**src/rtl/synsl_pkg.sv**
```systemverilog
package synsl_pkg;

   // ==========================================================
   // Register map
   // ==========================================================
   localparam logic [7:0] SYNSL_ADDR_CTRL = 8'h00;
   localparam logic [7:0] SYNSL_ADDR_STATUS = 8'h04;
   localparam logic [7:0] SYNSL_ADDR_IRQ_STAT = 8'h08;
   localparam logic [7:0] SYNSL_ADDR_IRQ_MASK = 8'h0C;
   localparam logic [7:0] SYNSL_ADDR_DIV_REF = 8'h10;
   localparam logic [7:0] SYNSL_ADDR_DIV_FB = 8'h14;

   localparam int SYNSL_IRQ_LOAD = 0;
   localparam int SYNSL_IRQ_LOST = 1;
   localparam int SYNSL_IRQ_GAIN = 2;
   localparam int SYNSL_IRQ_W = 3;
   localparam logic [2:0] SYNSL_IRQ_MASK_RST = 3'h0;

   // ==========================================================
   // Pin positions in the synchroniser vector
   // ==========================================================
   localparam int SYNSL_PIN_SEL0 = 0;
   localparam int SYNSL_PIN_SEL1 = 1;
   localparam int SYNSL_PIN_SEL2 = 2;
   localparam int SYNSL_PIN_EN = 3;
   localparam int SYNSL_PIN_CLK = 4;
   localparam int SYNSL_PIN_DATA = 5;
   localparam int SYNSL_PIN_REF = 6;
   localparam int SYNSL_PIN_FB = 7;
   localparam int SYNSL_PIN_W = 8;

   // Select code as {select_bit_2, select_bit_1, select_bit_0}.
   localparam logic [2:0] SYNSL_SEL_CODE = 3'h2;

   // ==========================================================
   // Serial frame layout
   // ==========================================================
   localparam int SYNSL_FRAME_LEN = 32;
   localparam int SYNSL_CTRL_BIT = 0;
   localparam int SYNSL_DIV_MSB = 31;
   localparam int SYNSL_DIV_LSB = 1;

   typedef struct packed {
      logic [13:0] ref_div;
      logic [9:0] main_div;
      logic [6:0] swal_div;
   } synsl_div_s;

   localparam synsl_div_s SYNSL_DIV_RST = '0;

   // ==========================================================
   // Loop filter modes
   // ==========================================================
   typedef enum logic [1:0] {
      SYNSL_MODE_NARROW = 2'b00,
      SYNSL_MODE_WIDE = 2'b01,
      SYNSL_MODE_TUNE = 2'b10
   } synsl_mode_e;

   typedef struct packed {
      logic loop_open;
      logic enable_inv;
      logic tune_sel;
   } synsl_filt_s;

   // ==========================================================
   // Timing
   // ==========================================================
   localparam int SYNSL_CLK_PERIOD_NS = 8;
   localparam int SYNSL_LOCK_WIN_NS = 80;
   localparam logic [3:0] SYNSL_LOCK_WIN_CYC =
      4'(SYNSL_LOCK_WIN_NS / SYNSL_CLK_PERIOD_NS);

endpackage

```
**src/rtl/synsl_top.sv**
```systemverilog
`timescale 1ns/1ns
// Operation
// - In-phase comparison drives lock indicator high.
// - Out-of-phase comparison drives lock indicator low.
// - Filter mode selects three loop control lines.
// - Gates open only for select code 010.
// - Matching address passes enable, clock, data.
// - Locked: lamp off, lock flag high.
// - Unlocked: lamp on, lock flag low.
// - Frame starts with 14-bit reference divider.
// - Then 10-bit main divider, MSB first.
// - Then 7-bit swallow divider, MSB first.
// - Latch dividers only when control bit is one.
// - Shift data on serial clock rising edge.
// - Enable high moves shift register into latches.
// - Reference divider makes the comparison frequency.
// - Main and swallow dividers divide feedback.
module synsl_top
   import synsl_pkg::*;
(
   input wire logic ref_clk_i,
   input wire logic srst_i,
   input wire logic [7:0] addr_i,
   input wire logic [31:0] wr_data_i,
   input wire logic wr_en_i,
   input wire logic rd_en_i,
   output logic [31:0] rd_data_o,
   output logic irq_o,
   input wire logic select_bit_0_i,
   input wire logic select_bit_1_i,
   input wire logic select_bit_2_i,
   input wire logic ser_enable_i,
   input wire logic ser_clock_i,
   input wire logic ser_data_i,
   input wire logic ref_osc_i,
   input wire logic fb_prescaled_i,
   output logic modulus_ctrl_o,
   output logic lock_indicator_o,
   output logic lock_ok_flag_o,
   output logic fault_lamp_o,
   output logic loop_open_ctrl_o,
   output logic enable_inverted_ctrl_o,
   output logic tuning_select_o
);

   // ==========================================================
   // Pin synchronisers
   // ==========================================================
   logic [SYNSL_PIN_W-1:0] pins_in;
   logic [SYNSL_PIN_W-1:0] sync1_r;
   logic [SYNSL_PIN_W-1:0] sync2_r;

   assign pins_in = {fb_prescaled_i, ref_osc_i, ser_data_i, ser_clock_i,
                     ser_enable_i, select_bit_2_i, select_bit_1_i,
                     select_bit_0_i};

   for (genvar gi = 0; gi < SYNSL_PIN_W; gi++) begin : g_sync
      always_ff @(posedge ref_clk_i) begin
         if (srst_i) begin
            sync1_r[gi] <= 1'b0;
            sync2_r[gi] <= 1'b0;
         end else begin
            sync1_r[gi] <= pins_in[gi];
            sync2_r[gi] <= sync1_r[gi];
         end
      end
   end

   // ==========================================================
   // Address decode and input gates
   // ==========================================================
   logic addr_ok;
   logic gclk;
   logic gen;
   logic gdata;
   logic gclk_d_r;
   logic gen_d_r;
   logic ref_d_r;
   logic fb_d_r;
   logic clk_rise;
   logic en_rise;
   logic ref_rise;
   logic fb_rise;

   // The gates are closed unless the select lines carry the code.
   assign addr_ok = {sync2_r[SYNSL_PIN_SEL2], sync2_r[SYNSL_PIN_SEL1],
                     sync2_r[SYNSL_PIN_SEL0]} == SYNSL_SEL_CODE;
   assign gclk = sync2_r[SYNSL_PIN_CLK] & addr_ok;
   assign gen = sync2_r[SYNSL_PIN_EN] & addr_ok;
   assign gdata = sync2_r[SYNSL_PIN_DATA] & addr_ok;

   always_ff @(posedge ref_clk_i) begin
      if (srst_i) begin
         gclk_d_r <= 1'b0;
         gen_d_r <= 1'b0;
         ref_d_r <= 1'b0;
         fb_d_r <= 1'b0;
      end else begin
         gclk_d_r <= gclk;
         gen_d_r <= gen;
         ref_d_r <= sync2_r[SYNSL_PIN_REF];
         fb_d_r <= sync2_r[SYNSL_PIN_FB];
      end
   end

   assign clk_rise = gclk & ~gclk_d_r;
   assign en_rise = gen & ~gen_d_r;
   assign ref_rise = sync2_r[SYNSL_PIN_REF] & ~ref_d_r;
   assign fb_rise = sync2_r[SYNSL_PIN_FB] & ~fb_d_r;

   // ==========================================================
   // Shift register and divider latches
   // ==========================================================
   logic [SYNSL_FRAME_LEN-1:0] shreg_r;
   synsl_div_s div_r;
   logic load_ev;

   // The first bit in ends at the top, so the reference field leads,
   // then main, then swallow, then the control bit at the bottom.
   always_ff @(posedge ref_clk_i) begin
      if (srst_i) begin
         shreg_r <= '0;
      end else if (clk_rise) begin
         shreg_r <= {shreg_r[SYNSL_FRAME_LEN-2:0], gdata};
      end
   end

   assign load_ev = en_rise & shreg_r[SYNSL_CTRL_BIT];

   always_ff @(posedge ref_clk_i) begin
      if (srst_i) begin
         div_r <= SYNSL_DIV_RST;
      end else if (load_ev) begin
         div_r <= shreg_r[SYNSL_DIV_MSB:SYNSL_DIV_LSB];
      end
   end

   // ==========================================================
   // Reference and feedback dividers
   // ==========================================================
   logic [13:0] ref_cnt_r;
   logic [9:0] main_cnt_r;
   logic [6:0] swal_cnt_r;
   logic fr_pls_r;
   logic fv_pls_r;
   logic mod_r;
   logic ref_last;
   logic fb_last;

   assign ref_last = (div_r.ref_div != 14'h0000) &&
                     (ref_cnt_r >= div_r.ref_div - 14'h0001);
   assign fb_last = (div_r.main_div != 10'h000) &&
                    (main_cnt_r >= div_r.main_div - 10'h001);

   always_ff @(posedge ref_clk_i) begin
      if (srst_i) begin
         ref_cnt_r <= '0;
         fr_pls_r <= 1'b0;
      end else begin
         fr_pls_r <= ref_rise & ref_last;
         if (ref_rise) begin
            ref_cnt_r <= ref_last ? 14'h0000 : ref_cnt_r + 14'h0001;
         end
      end
   end

   // The prescaler runs in its high modulus until the swallow count ends.
   always_ff @(posedge ref_clk_i) begin
      if (srst_i) begin
         main_cnt_r <= '0;
         swal_cnt_r <= '0;
         fv_pls_r <= 1'b0;
         mod_r <= 1'b0;
      end else begin
         fv_pls_r <= fb_rise & fb_last;
         mod_r <= swal_cnt_r < div_r.swal_div;
         if (fb_rise) begin
            if (fb_last) begin
               main_cnt_r <= 10'h000;
               swal_cnt_r <= 7'h00;
            end else begin
               main_cnt_r <= main_cnt_r + 10'h001;
               if (swal_cnt_r < div_r.swal_div) begin
                  swal_cnt_r <= swal_cnt_r + 7'h01;
               end
            end
         end
      end
   end

   assign modulus_ctrl_o = mod_r;

   // ==========================================================
   // Lock detector and fault circuit
   // ==========================================================
   logic pend_r;
   logic pend_fv_r;
   logic [3:0] win_cnt_r;
   logic lock_ind_r;
   logic other_pls;
   logic in_phase;
   logic timeout;

   assign other_pls = pend_fv_r ? fr_pls_r : fv_pls_r;
   assign in_phase = pend_r ? other_pls : (fr_pls_r & fv_pls_r);
   assign timeout = pend_r & ~other_pls &
                    (win_cnt_r == SYNSL_LOCK_WIN_CYC);

   always_ff @(posedge ref_clk_i) begin
      if (srst_i) begin
         pend_r <= 1'b0;
         pend_fv_r <= 1'b0;
         win_cnt_r <= '0;
      end else if (pend_r) begin
         if (in_phase || timeout) begin
            pend_r <= 1'b0;
         end else begin
            win_cnt_r <= win_cnt_r + 4'h1;
         end
      end else if ((fr_pls_r ^ fv_pls_r) == 1'b1) begin
         pend_r <= 1'b1;
         pend_fv_r <= fv_pls_r;
         win_cnt_r <= 4'h0;
      end
   end

   always_ff @(posedge ref_clk_i) begin
      if (srst_i) begin
         lock_ind_r <= 1'b0;
      end else if (in_phase) begin
         lock_ind_r <= 1'b1;
      end else if (timeout) begin
         lock_ind_r <= 1'b0;
      end
   end

   assign lock_indicator_o = lock_ind_r;
   assign lock_ok_flag_o = lock_ind_r;
   assign fault_lamp_o = ~lock_ind_r;

   // ==========================================================
   // Loop filter control
   // ==========================================================
   synsl_mode_e mode_r;
   synsl_filt_s filt_r;

   always_ff @(posedge ref_clk_i) begin
      if (srst_i) begin
         filt_r <= '0;
      end else begin
         unique case (mode_r)
            SYNSL_MODE_NARROW: filt_r <= 3'h2;
            SYNSL_MODE_WIDE: filt_r <= 3'h0;
            SYNSL_MODE_TUNE: filt_r <= 3'h5;
            default: filt_r <= 3'h2;
         endcase
      end
   end

   assign loop_open_ctrl_o = filt_r.loop_open;
   assign enable_inverted_ctrl_o = filt_r.enable_inv;
   assign tuning_select_o = filt_r.tune_sel;

   // ==========================================================
   // Register port and interrupts
   // ==========================================================
   logic [SYNSL_IRQ_W-1:0] irq_stat_r;
   logic [SYNSL_IRQ_W-1:0] irq_mask_r;
   logic [SYNSL_IRQ_W-1:0] irq_set;
   logic [SYNSL_IRQ_W-1:0] irq_clr;
   logic [31:0] rd_data_r;
   logic [31:0] rd_data_nxt;

   always_ff @(posedge ref_clk_i) begin
      if (srst_i) begin
         mode_r <= SYNSL_MODE_NARROW;
         irq_mask_r <= SYNSL_IRQ_MASK_RST;
      end else if (wr_en_i) begin
         if (addr_i == SYNSL_ADDR_CTRL) begin
            mode_r <= synsl_mode_e'(wr_data_i[1:0]);
         end
         if (addr_i == SYNSL_ADDR_IRQ_MASK) begin
            irq_mask_r <= wr_data_i[SYNSL_IRQ_W-1:0];
         end
      end
   end

   assign irq_set = {~lock_ind_r & in_phase, lock_ind_r & timeout, load_ev};
   assign irq_clr = (wr_en_i && addr_i == SYNSL_ADDR_IRQ_STAT) ?
                    wr_data_i[SYNSL_IRQ_W-1:0] : 3'h0;

   // A new event wins over a clear in the same cycle.
   always_ff @(posedge ref_clk_i) begin
      if (srst_i) begin
         irq_stat_r <= '0;
      end else begin
         irq_stat_r <= (irq_stat_r & ~irq_clr) | irq_set;
      end
   end

   assign irq_o = |(irq_stat_r & irq_mask_r);

   always_comb begin
      rd_data_nxt = 32'h0000_0000;
      if (rd_en_i) begin
         unique case (addr_i)
            SYNSL_ADDR_CTRL: rd_data_nxt = {30'h0000_0000, mode_r};
            SYNSL_ADDR_STATUS: rd_data_nxt = {31'h0000_0000, lock_ind_r};
            SYNSL_ADDR_IRQ_STAT: rd_data_nxt = {29'h0000_0000, irq_stat_r};
            SYNSL_ADDR_IRQ_MASK: rd_data_nxt = {29'h0000_0000, irq_mask_r};
            SYNSL_ADDR_DIV_REF: rd_data_nxt = {18'h0_0000, div_r.ref_div};
            SYNSL_ADDR_DIV_FB:
               rd_data_nxt = {15'h0000, div_r.main_div, div_r.swal_div};
            default: rd_data_nxt = 32'h0000_0000;
         endcase
      end
   end

   always_ff @(posedge ref_clk_i) begin
      if (srst_i) begin
         rd_data_r <= '0;
      end else begin
         rd_data_r <= rd_data_nxt;
      end
   end

   assign rd_data_o = rd_data_r;

   // ==========================================================
   // Assertions
   // ==========================================================
   property p_gate_code;
      @(posedge ref_clk_i) disable iff (srst_i)
      (sync2_r[SYNSL_PIN_SEL1] && !sync2_r[SYNSL_PIN_SEL0] &&
       !sync2_r[SYNSL_PIN_SEL2] && sync2_r[SYNSL_PIN_CLK]) |-> gclk;
   endproperty
   a_gate_code: assert property (p_gate_code)
      else $error("Matching select code did not open the clock gate.");

   property p_blocked;
      @(posedge ref_clk_i) disable iff (srst_i)
      !addr_ok |=> $stable(shreg_r) && $stable(div_r);
   endproperty
   a_blocked: assert property (p_blocked)
      else $error("Serial state changed while the address did not match.");

   property p_shift;
      @(posedge ref_clk_i) disable iff (srst_i)
      (addr_ok && clk_rise) |=>
      shreg_r == {$past(shreg_r[SYNSL_FRAME_LEN-2:0]),
                  $past(sync2_r[SYNSL_PIN_DATA])};
   endproperty
   a_shift: assert property (p_shift)
      else $error("Serial clock edge did not shift in the data bit.");

   property p_latch;
      @(posedge ref_clk_i) disable iff (srst_i)
      (addr_ok && en_rise && shreg_r[SYNSL_CTRL_BIT]) |=>
      div_r == $past(shreg_r[SYNSL_DIV_MSB:SYNSL_DIV_LSB]);
   endproperty
   a_latch: assert property (p_latch)
      else $error("Enable with control bit set did not latch dividers.");

   property p_no_latch;
      @(posedge ref_clk_i) disable iff (srst_i)
      (en_rise && !shreg_r[SYNSL_CTRL_BIT]) |=> $stable(div_r);
   endproperty
   a_no_latch: assert property (p_no_latch)
      else $error("Dividers latched with the control bit clear.");

   property p_lock_high;
      @(posedge ref_clk_i) disable iff (srst_i)
      in_phase |=> lock_indicator_o && lock_ok_flag_o && !fault_lamp_o;
   endproperty
   a_lock_high: assert property (p_lock_high)
      else $error("In-phase comparison did not raise the lock indicator.");

   property p_lock_low;
      @(posedge ref_clk_i) disable iff (srst_i)
      timeout |=> !lock_indicator_o && fault_lamp_o;
   endproperty
   a_lock_low: assert property (p_lock_low)
      else $error("Missed comparison did not drop the lock indicator.");

   property p_fault;
      @(posedge ref_clk_i) disable iff (srst_i)
      lock_indicator_o == lock_ok_flag_o &&
      fault_lamp_o == !lock_ok_flag_o;
   endproperty
   a_fault: assert property (p_fault)
      else $error("Lamp and lock flag disagree with the lock indicator.");

   property p_tune;
      @(posedge ref_clk_i) disable iff (srst_i)
      (mode_r == SYNSL_MODE_TUNE) |=>
      tuning_select_o && loop_open_ctrl_o && !enable_inverted_ctrl_o;
   endproperty
   a_tune: assert property (p_tune)
      else $error("Tuning mode did not drive the tuning filter lines.");

   property p_ref_div;
      @(posedge ref_clk_i) disable iff (srst_i)
      (ref_rise && ref_last) |=> fr_pls_r ##1 (ref_cnt_r == 14'h0000);
   endproperty
   a_ref_div: assert property (p_ref_div)
      else $error("Reference divider did not wrap at its terminal count.");

   property p_fb_div;
      @(posedge ref_clk_i) disable iff (srst_i)
      (fb_rise && fb_last) |=> fv_pls_r && main_cnt_r == 10'h000;
   endproperty
   a_fb_div: assert property (p_fb_div)
      else $error("Feedback divider did not wrap at its terminal count.");

   c_load: cover property (@(posedge ref_clk_i) disable iff (srst_i)
      load_ev ##1 div_r != SYNSL_DIV_RST);
   c_gain: cover property (@(posedge ref_clk_i) disable iff (srst_i)
      !lock_ind_r ##1 lock_ind_r);
   c_lost: cover property (@(posedge ref_clk_i) disable iff (srst_i)
      lock_ind_r ##1 !lock_ind_r);

endmodule

```
**config.mk**
```make
export PLATFORM = sky130hd
export DESIGN_NAME = synsl_top
export DESIGN_NICKNAME = d
export VERILOG_FILES = /design/src/rtl/synsl_pkg.sv /design/src/rtl/synsl_top.sv
export SDC_FILE = /design/constraint.sdc
export NUM_CORES = 1
export LEC_CHECK = 0
export BUFFER_PORTS_ARGS = -buffer_cell sky130_fd_sc_hd__buf_4
export CAP_MARGIN = 40
export CORE_ASPECT_RATIO = 0.7
export CORE_MARGIN = 2
export CORE_UTILIZATION = 50
export DETAILED_ROUTE_END_ITERATION = 6
export PLACE_DENSITY = 0.82
export SKIP_CTS_REPAIR_TIMING = 1
export SYNTH_ARGS = -nofsm -noshare
export SYNTH_HDL_FRONTEND = slang
export SYNTH_SLANG_ARGS = --single-unit
```
**constraint.sdc**
```tcl
create_clock -name ref_clk_i -period 3.6 [get_ports ref_clk_i]
set_clock_uncertainty 0.1 [all_clocks]
set_input_delay 0.54 -clock ref_clk_i [delete_from_list [all_inputs] [get_ports ref_clk_i]]
set_output_delay 0.54 -clock ref_clk_i [all_outputs]
set_load 0.01 [all_outputs]
```
# --- Yosys cells after proc, flatten, opt, wreduce, memory -nomap -nowiden ---
# Index checks and enable logic that the tools add are counted.
word_totals:
  regBits: 167
  output_inout_bits: 40
op_classes:
  n_eq_ne: 10
  n_bitwise: 28
  muxes: 17
  addsub: 6
  n_reduce_logical: 17
  magnitude_cmp: 3
ops:
  columns: ["operator", "count"]
  rows:
  - ["case mux 17 bit (6 select lines)", 1]
  - ["equality test 8 x 4 -> 1 bit, second input constant", 2]
  - ["equality test 8 x 5 -> 1 bit, second input constant", 2]
  - ["bitwise AND 1 bit", 15]
  - ["adder 14 x 1 -> 14 bit, second input constant", 1]
  - ["greater-or-equal comparator 14 bit", 1]
  - ["two-way mux 14 bit", 1]
  - ["two-way mux 7 bit", 2]
  - ["nonzero test 14 bit", 1]
  - ["subtractor 14 x 1 -> 14 bit, second input constant", 1]
  - ["two-way mux 4 bit", 3]
  - ["adder 10 x 1 -> 10 bit, second input constant", 1]
  - ["greater-or-equal comparator 10 bit", 1]
  - ["two-way mux 10 bit", 1]
  - ["AND reduction 2 bit", 5]
  - ["nonzero test 10 bit", 1]
  - ["subtractor 10 x 1 -> 10 bit, second input constant", 1]
  - ["equality test 8 x 3 -> 1 bit, second input constant", 1]
  - ["logical NOT 8 bit", 1]
  - ["inverter 1 bit", 8]
  - ["adder 7 x 1 -> 7 bit, second input constant", 1]
  - ["< comparator 7 bit", 1]
  - ["two-way mux 1 bit", 7]
  - ["bitwise AND 3 bit", 2]
  - ["other kinds (16)", 20]

# --- Longest topological paths before layout ---
logic_depth:
  depth_word: 7
  ltp_mapped: 13
  mapped_depth_nobuf: 12

# --- Worst setup path after synthesis ---
# OpenSTA, ideal clock, no wires.
synth_path:
  kind: "register -> register"
  from: "register div_r[7] (netlist bit)"
  to: "register swal_cnt_r[5]"
  arrival_ns: 2.738
  stages_incl_launch_ff: 13
  path_buffers: 0
  setup_slack_ns: 0.641
  t_required_ns: 3.378
  synth_period_minus_slack_ns: 2.959
  setup_ns: 0.122
  path_cell_list: "dfxtp_1 inv_1 ha_1 or4b_4 nor4_1 xnor2_1 ha_1 nand2_1 or3_1 a21oi_1 a21oi_2 o211a_1 a221o_1"
synth_via:
  elab_chain_len: 5
  word_cells_on_any_way: 7
  classes_between: "1 x add/sub; 1 x order compare; 1 x mux; 4 x reduce/logical"
synth_rtl:
  columns: ["item", "line_no", "source"]
  rows:
  - ["start: declaration", "synsl_top.sv:115", "synsl_div_s div_r;"]
  - ["start signal: assignment", "synsl_top.sv:134", "div_r <= shreg_r[SYNSL_DIV_MSB:SYNSL_DIV_LSB];"]
  - ["subtractor 10 x 1 -> 10 bit", "synsl_top.sv:153", "(main_cnt_r >= div_r.main_div - 10'h001);"]
  - ["greater-or-equal comparator 10 bit", "synsl_top.sv:153", null]
  - ["logical AND 1 bit (*)", "synsl_top.sv:152", "assign fb_last = (div_r.main_div != 10'h000) &&"]
  - ["nonzero test 2 bit (no source line)", null, null]
  - ["AND reduction 2 bit (no source line)", null, null]
  - ["end signal: assignment", "synsl_top.sv:184", "swal_cnt_r <= swal_cnt_r + 7'h01;"]
  - ["end: declaration", "synsl_top.sv:143", "logic [6:0] swal_cnt_r;"]
# Every way passes the cells marked *; elsewhere a longest branch is shown, timed or not.
# A chain may end at the register's enable or synchronous reset.

# --- Final worst setup path ---
layout_path:
  from: "register div_r[7] (netlist bit)"
  to: "register swal_cnt_r[1]"
# Same word-level chain as after synthesis.

==> results.txt <==
In this run the most critical hold path is launched from select_bit_1_i. The biggest area contributor in the post-synthesis netlist is sky130_fd_sc_hd__dfxtp_1. The maximum achievable frequency came out at about 300 MHz. Prior to clock tree synthesis, the placed netlist has a worst setup slack of 360 ps. The depth of the worst hold-timing path came out at 2.

Summing over every cut layer, the via total after detailed routing is 5,386. The routed wire length is 14,700 microns. The path with the worst hold slack has its endpoint at sync1_r[1]$_SDFF_PP0_. The number of inserted diodes came out at 0. The clock net in this run drives a total of 151 sinks. The tightest slew margin relative to the limit came out at 0.560. Entering global routing, the biggest net connects 66 pins. The number of buffers created by CTS is 17.

The top-area cell type share of the netlist area is 0.443. The capturing element type of the critical path is a register. For the worst-skew pair, the clock arrives at the later sink with an insertion delay of around 420 ps. The kind of start point of the critical path is a register.

The overflow left after global routing is 0. The routed via count divided by cell count is between 5 and 6. The final-report setup violation count is 0.

The number of top-level pins is 92. The clock passes through at most 2 buffers. The endpoint identified for the worst register-to-register timing path is swal_cnt_r[1]$_SDFFE_PP0P_. The final count of pins violating max slew is 0. For this run, the register share of the synthesized area comes to 0.443. The area overhead of the layout relative to synthesis came out at 14.8%. The static leakage came out at around 0.0032 uW. The number of remaining DRC errors is 0. The floorplan core area is 13,200 sq um. The H-tree depth came out at 4. The mean cell area of the mapped netlist came out at about 8.6 sq um.

At the pin with the least slew margin, the transition time is about 660 ps. The die outline width came out at approximately 140 microns. The number of design-rule violations left by the first detailed-router iteration came out at around 400. Summed over all failing endpoints, the final setup total negative slack is 0 ps. Data arrives at the worst endpoint at around 3500 ps. Counting flops with an async set or reset pin after synthesis yields a share of 0. The synthesis warning total is 0. Synthesis produced a netlist whose cell count is approximately 790. Counting cells, the worst reg-to-reg path comes to 12. The via count of the first global-routing pass is approximately 4,900. The total number of nets in the final design came out at ~920. Among all flip-flop cells after synthesis, the most frequent one is sky130_fd_sc_hd__dfxtp_1. The largest fanout on the critical path is 15.

The detailed-route wire length per cell is between 10 and 15 microns. Setup repair after global routing left no endpoint under its margin. The count of max-cap constraint violations is 0. By area the synthesized netlist is led by sky130_fd_sc_hd__dfxtp_1 44%, sky130_fd_sc_hd__nand2_1 8.7%, sky130_fd_sc_hd__ha_1 7.3%.

The number of enable-type register cells in the synthesized netlist is 0. At the worst endpoint, the required time is 3800 ps. The HPWL reported at the end of detailed placement is ~10,000 microns. The starting density of the core came out at 0.516. The vertical extent of the die came out at 102 microns. The number of antenna violations at the first check in global routing came to 0. The total count of hold-check failures in the final report is 0. TritonCTS built the clock tree. The first-pass GRT wire length is roughly 24,000 microns. The root buffer cell is sky130_fd_sc_hd__clkbuf_16. The startpoint identified for the worst register-to-register timing path is div_r[7]$_SDFFE_PP0P_. After synthesis, the netlist uses a little over 60 different library cells. The initialized floorplan defines 35 standard-cell rows. The run finished with clean final reports. The smallest clock period supported by the final layout is computed as 3300 ps. The residual antenna-violating net count after detailed routing is 0.

In the global route stage, overall resource usage came out at 0.207. The fraction of final layout cells with drive strength greater than 1 came out at 0.125. The tightest min-delay check is of the primary input to register type. The number of filler instances in the final layout is 1,113. The clock transition at the registers of the reported paths came out at around 70 ps.

The worst vdd rail ir drop came out at ~400 uV. The overall die area is roughly 15,000 sq um. For this design the ratio of total power to cell area is 440 nW/um^2. The register bit total from synthesis came out at about 150. The global placement routability congestion came out at around 0.84. The worst setup path is of the register to register kind.

The setup slack of the critical path after layout is 300 ps. The synthesized cell area came out at approximately 7000 sq um. The register-to-register setup slack came out at between 300 and 400 ps. The number of search-and-repair iterations in the first detailed-routing pass is 5. The fraction of the cycle the final worst path needs came out at 0.917. The count of input and output buffers came out at 47.
## worst max-delay path, stage by stage, from the launching register on
cell and delay (ps):
sky130_fd_sc_hd__dfxtp_1 340, sky130_fd_sc_hd__inv_1 100, sky130_fd_sc_hd__ha_1 200, sky130_fd_sc_hd__or4b_4 490
sky130_fd_sc_hd__nor4_1 280, sky130_fd_sc_hd__xnor2_1 130, sky130_fd_sc_hd__ha_1 280, sky130_fd_sc_hd__nand2_1 50
sky130_fd_sc_hd__or3_1 370, sky130_fd_sc_hd__a21oi_1 250, sky130_fd_sc_hd__nand3_1 170, sky130_fd_sc_hd__nand2_2 290
sky130_fd_sc_hd__o21ai_0 130
## placed cells by master (no fill, tap or decap), types with 8 or more instances in the layout
master	netlist	routed
sky130_fd_sc_hd__dfxtp_1	151	151
sky130_fd_sc_hd__ha_1	40	40
sky130_fd_sc_hd__nand2_1	159	159
sky130_fd_sc_hd__nand2b_1	8	8
sky130_fd_sc_hd__nand4_1	13	13
sky130_fd_sc_hd__conb_1	1	15
sky130_fd_sc_hd__mux2i_1	18	18
sky130_fd_sc_hd__nor2b_1	23	23
sky130_fd_sc_hd__nand3_1	13	13
sky130_fd_sc_hd__nor2_1	72	72
sky130_fd_sc_hd__inv_1	18	18
sky130_fd_sc_hd__o21ai_0	10	10
sky130_fd_sc_hd__and3_1	12	12
sky130_fd_sc_hd__nor3_1	17	16
sky130_fd_sc_hd__buf_4	17	50
sky130_fd_sc_hd__xnor2_1	21	21
sky130_fd_sc_hd__xor2_1	26	26
sky130_fd_sc_hd__clkbuf_16	0	17
sky130_fd_sc_hd__a21oi_1	78	78
## synth_stat cells (3+ instances only)
master,instances
sky130_fd_sc_hd__a31oi_1,3
sky130_fd_sc_hd__clkbuf_1,28
sky130_fd_sc_hd__ha_1,40
sky130_fd_sc_hd__xnor2_1,21
sky130_fd_sc_hd__nand4_1,13
sky130_fd_sc_hd__and2_2,3
sky130_fd_sc_hd__nor4_1,3
sky130_fd_sc_hd__nand3_1,13
sky130_fd_sc_hd__nand2b_1,8
sky130_fd_sc_hd__a211o_1,3
sky130_fd_sc_hd__or3_1,4
sky130_fd_sc_hd__xor2_1,26
sky130_fd_sc_hd__buf_4,17
sky130_fd_sc_hd__and3_1,12
sky130_fd_sc_hd__nor2_1,72
sky130_fd_sc_hd__mux2_2,3
sky130_fd_sc_hd__o21ai_0,10
sky130_fd_sc_hd__dfxtp_1,151
sky130_fd_sc_hd__nor3_1,17
sky130_fd_sc_hd__nor2b_1,23
sky130_fd_sc_hd__a21oi_1,78
sky130_fd_sc_hd__nand2_1,159
sky130_fd_sc_hd__inv_1,18
sky130_fd_sc_hd__mux2i_1,18
## worst max-delay path by stage
stage | from | to | cells after the start
5_1_grt | div_r[7]$_SDFFE_PP0P_ | swal_cnt_r[1]$_SDFFE_PP0P_ | 12
4_1_cts | div_r[7]$_SDFFE_PP0P_ | swal_cnt_r[1]$_SDFFE_PP0P_ | 12
3_5_place_dp | div_r[7]$_SDFFE_PP0P_ | swal_cnt_r[1]$_SDFFE_PP0P_ | 12
6_report | div_r[7]$_SDFFE_PP0P_ | swal_cnt_r[1]$_SDFFE_PP0P_ | 12
3_3_place_gp | div_r[7]$_SDFFE_PP0P_ | swal_cnt_r[1]$_SDFFE_PP0P_ | 12
2_1_floorplan | div_r[7]$_SDFFE_PP0P_ | swal_cnt_r[5]$_SDFFE_PP0P_ | 12
## sequential cells by signal (all words and copies together), names as in the netlist, 4 cells and up
register    count
div_r          31
main_cnt_r     10
rd_data_o      17
ref_cnt_r      14
shreg_r        32
swal_cnt_r      7
sync1_r         8
sync2_r         8
win_cnt_r       4
## power by group
part	internal (uW)	leakage (uW)	switching, uW
registers	1680	0.00122	5.25
logic	34.1	0.00169	60.2
clock network	916	0.000266	744
total	2630	0.00318	810
## kinds of logic (layout without fill, tap and decap cells)
group,count (synthesis),count (layout),share of synthesized area
other cells,1,15,0.000550
fa+ha+maj,40,40,0.0734
compound gates,117,117,0.102
flops,151,151,0.443
xor+xnor,47,47,0.0603
simple gates,343,343,0.236
buf+inv,70,103,0.0504
mux,22,22,0.0347
## stage by stage
stage               hold WS (ps)  instances  utilization  cell area, sq um  power (uW)
floorplan                    314        805            -              6870        1800
detailed placement           323        991        0.550              7280        1820
CTS                          217       1023        0.592              7830        3460
finish                       228       1023        0.592              7830        3440
global route                 228       1023        0.592              7830        3540
global placement             316        989        0.546              7220        1820
## layout make-up
class / instances / area, sq um / share of cell area
multi-input cells: 584 / 3520 / 0.450
inverters: 19 / 71.3 / 0.00911
repair buffers: 52 / 430 / 0.0550
flip-flops and latches: 151 / 3020 / 0.386
well taps: 185 / 231 / 0.0296
clock inverters: 14 / 114 / 0.0145
clock buffers: 18 / 439 / 0.0561
## metal layers
layer | global-route usage | up-vias | wire (microns) | share of wire
li1 | - | 2707 | - | -
met2 | 0.332 | 133 | 6550 | 0.45
met1 | 0.283 | 2533 | 7140 | 0.49
met5 | 0 | - | 0 | 0
met3 | 0.0388 | 13 | 801 | 0.055
met4 | 0.0686 | 0 | 160 | 0.011
Note: power is estimated with default switching activity, not from simulation.
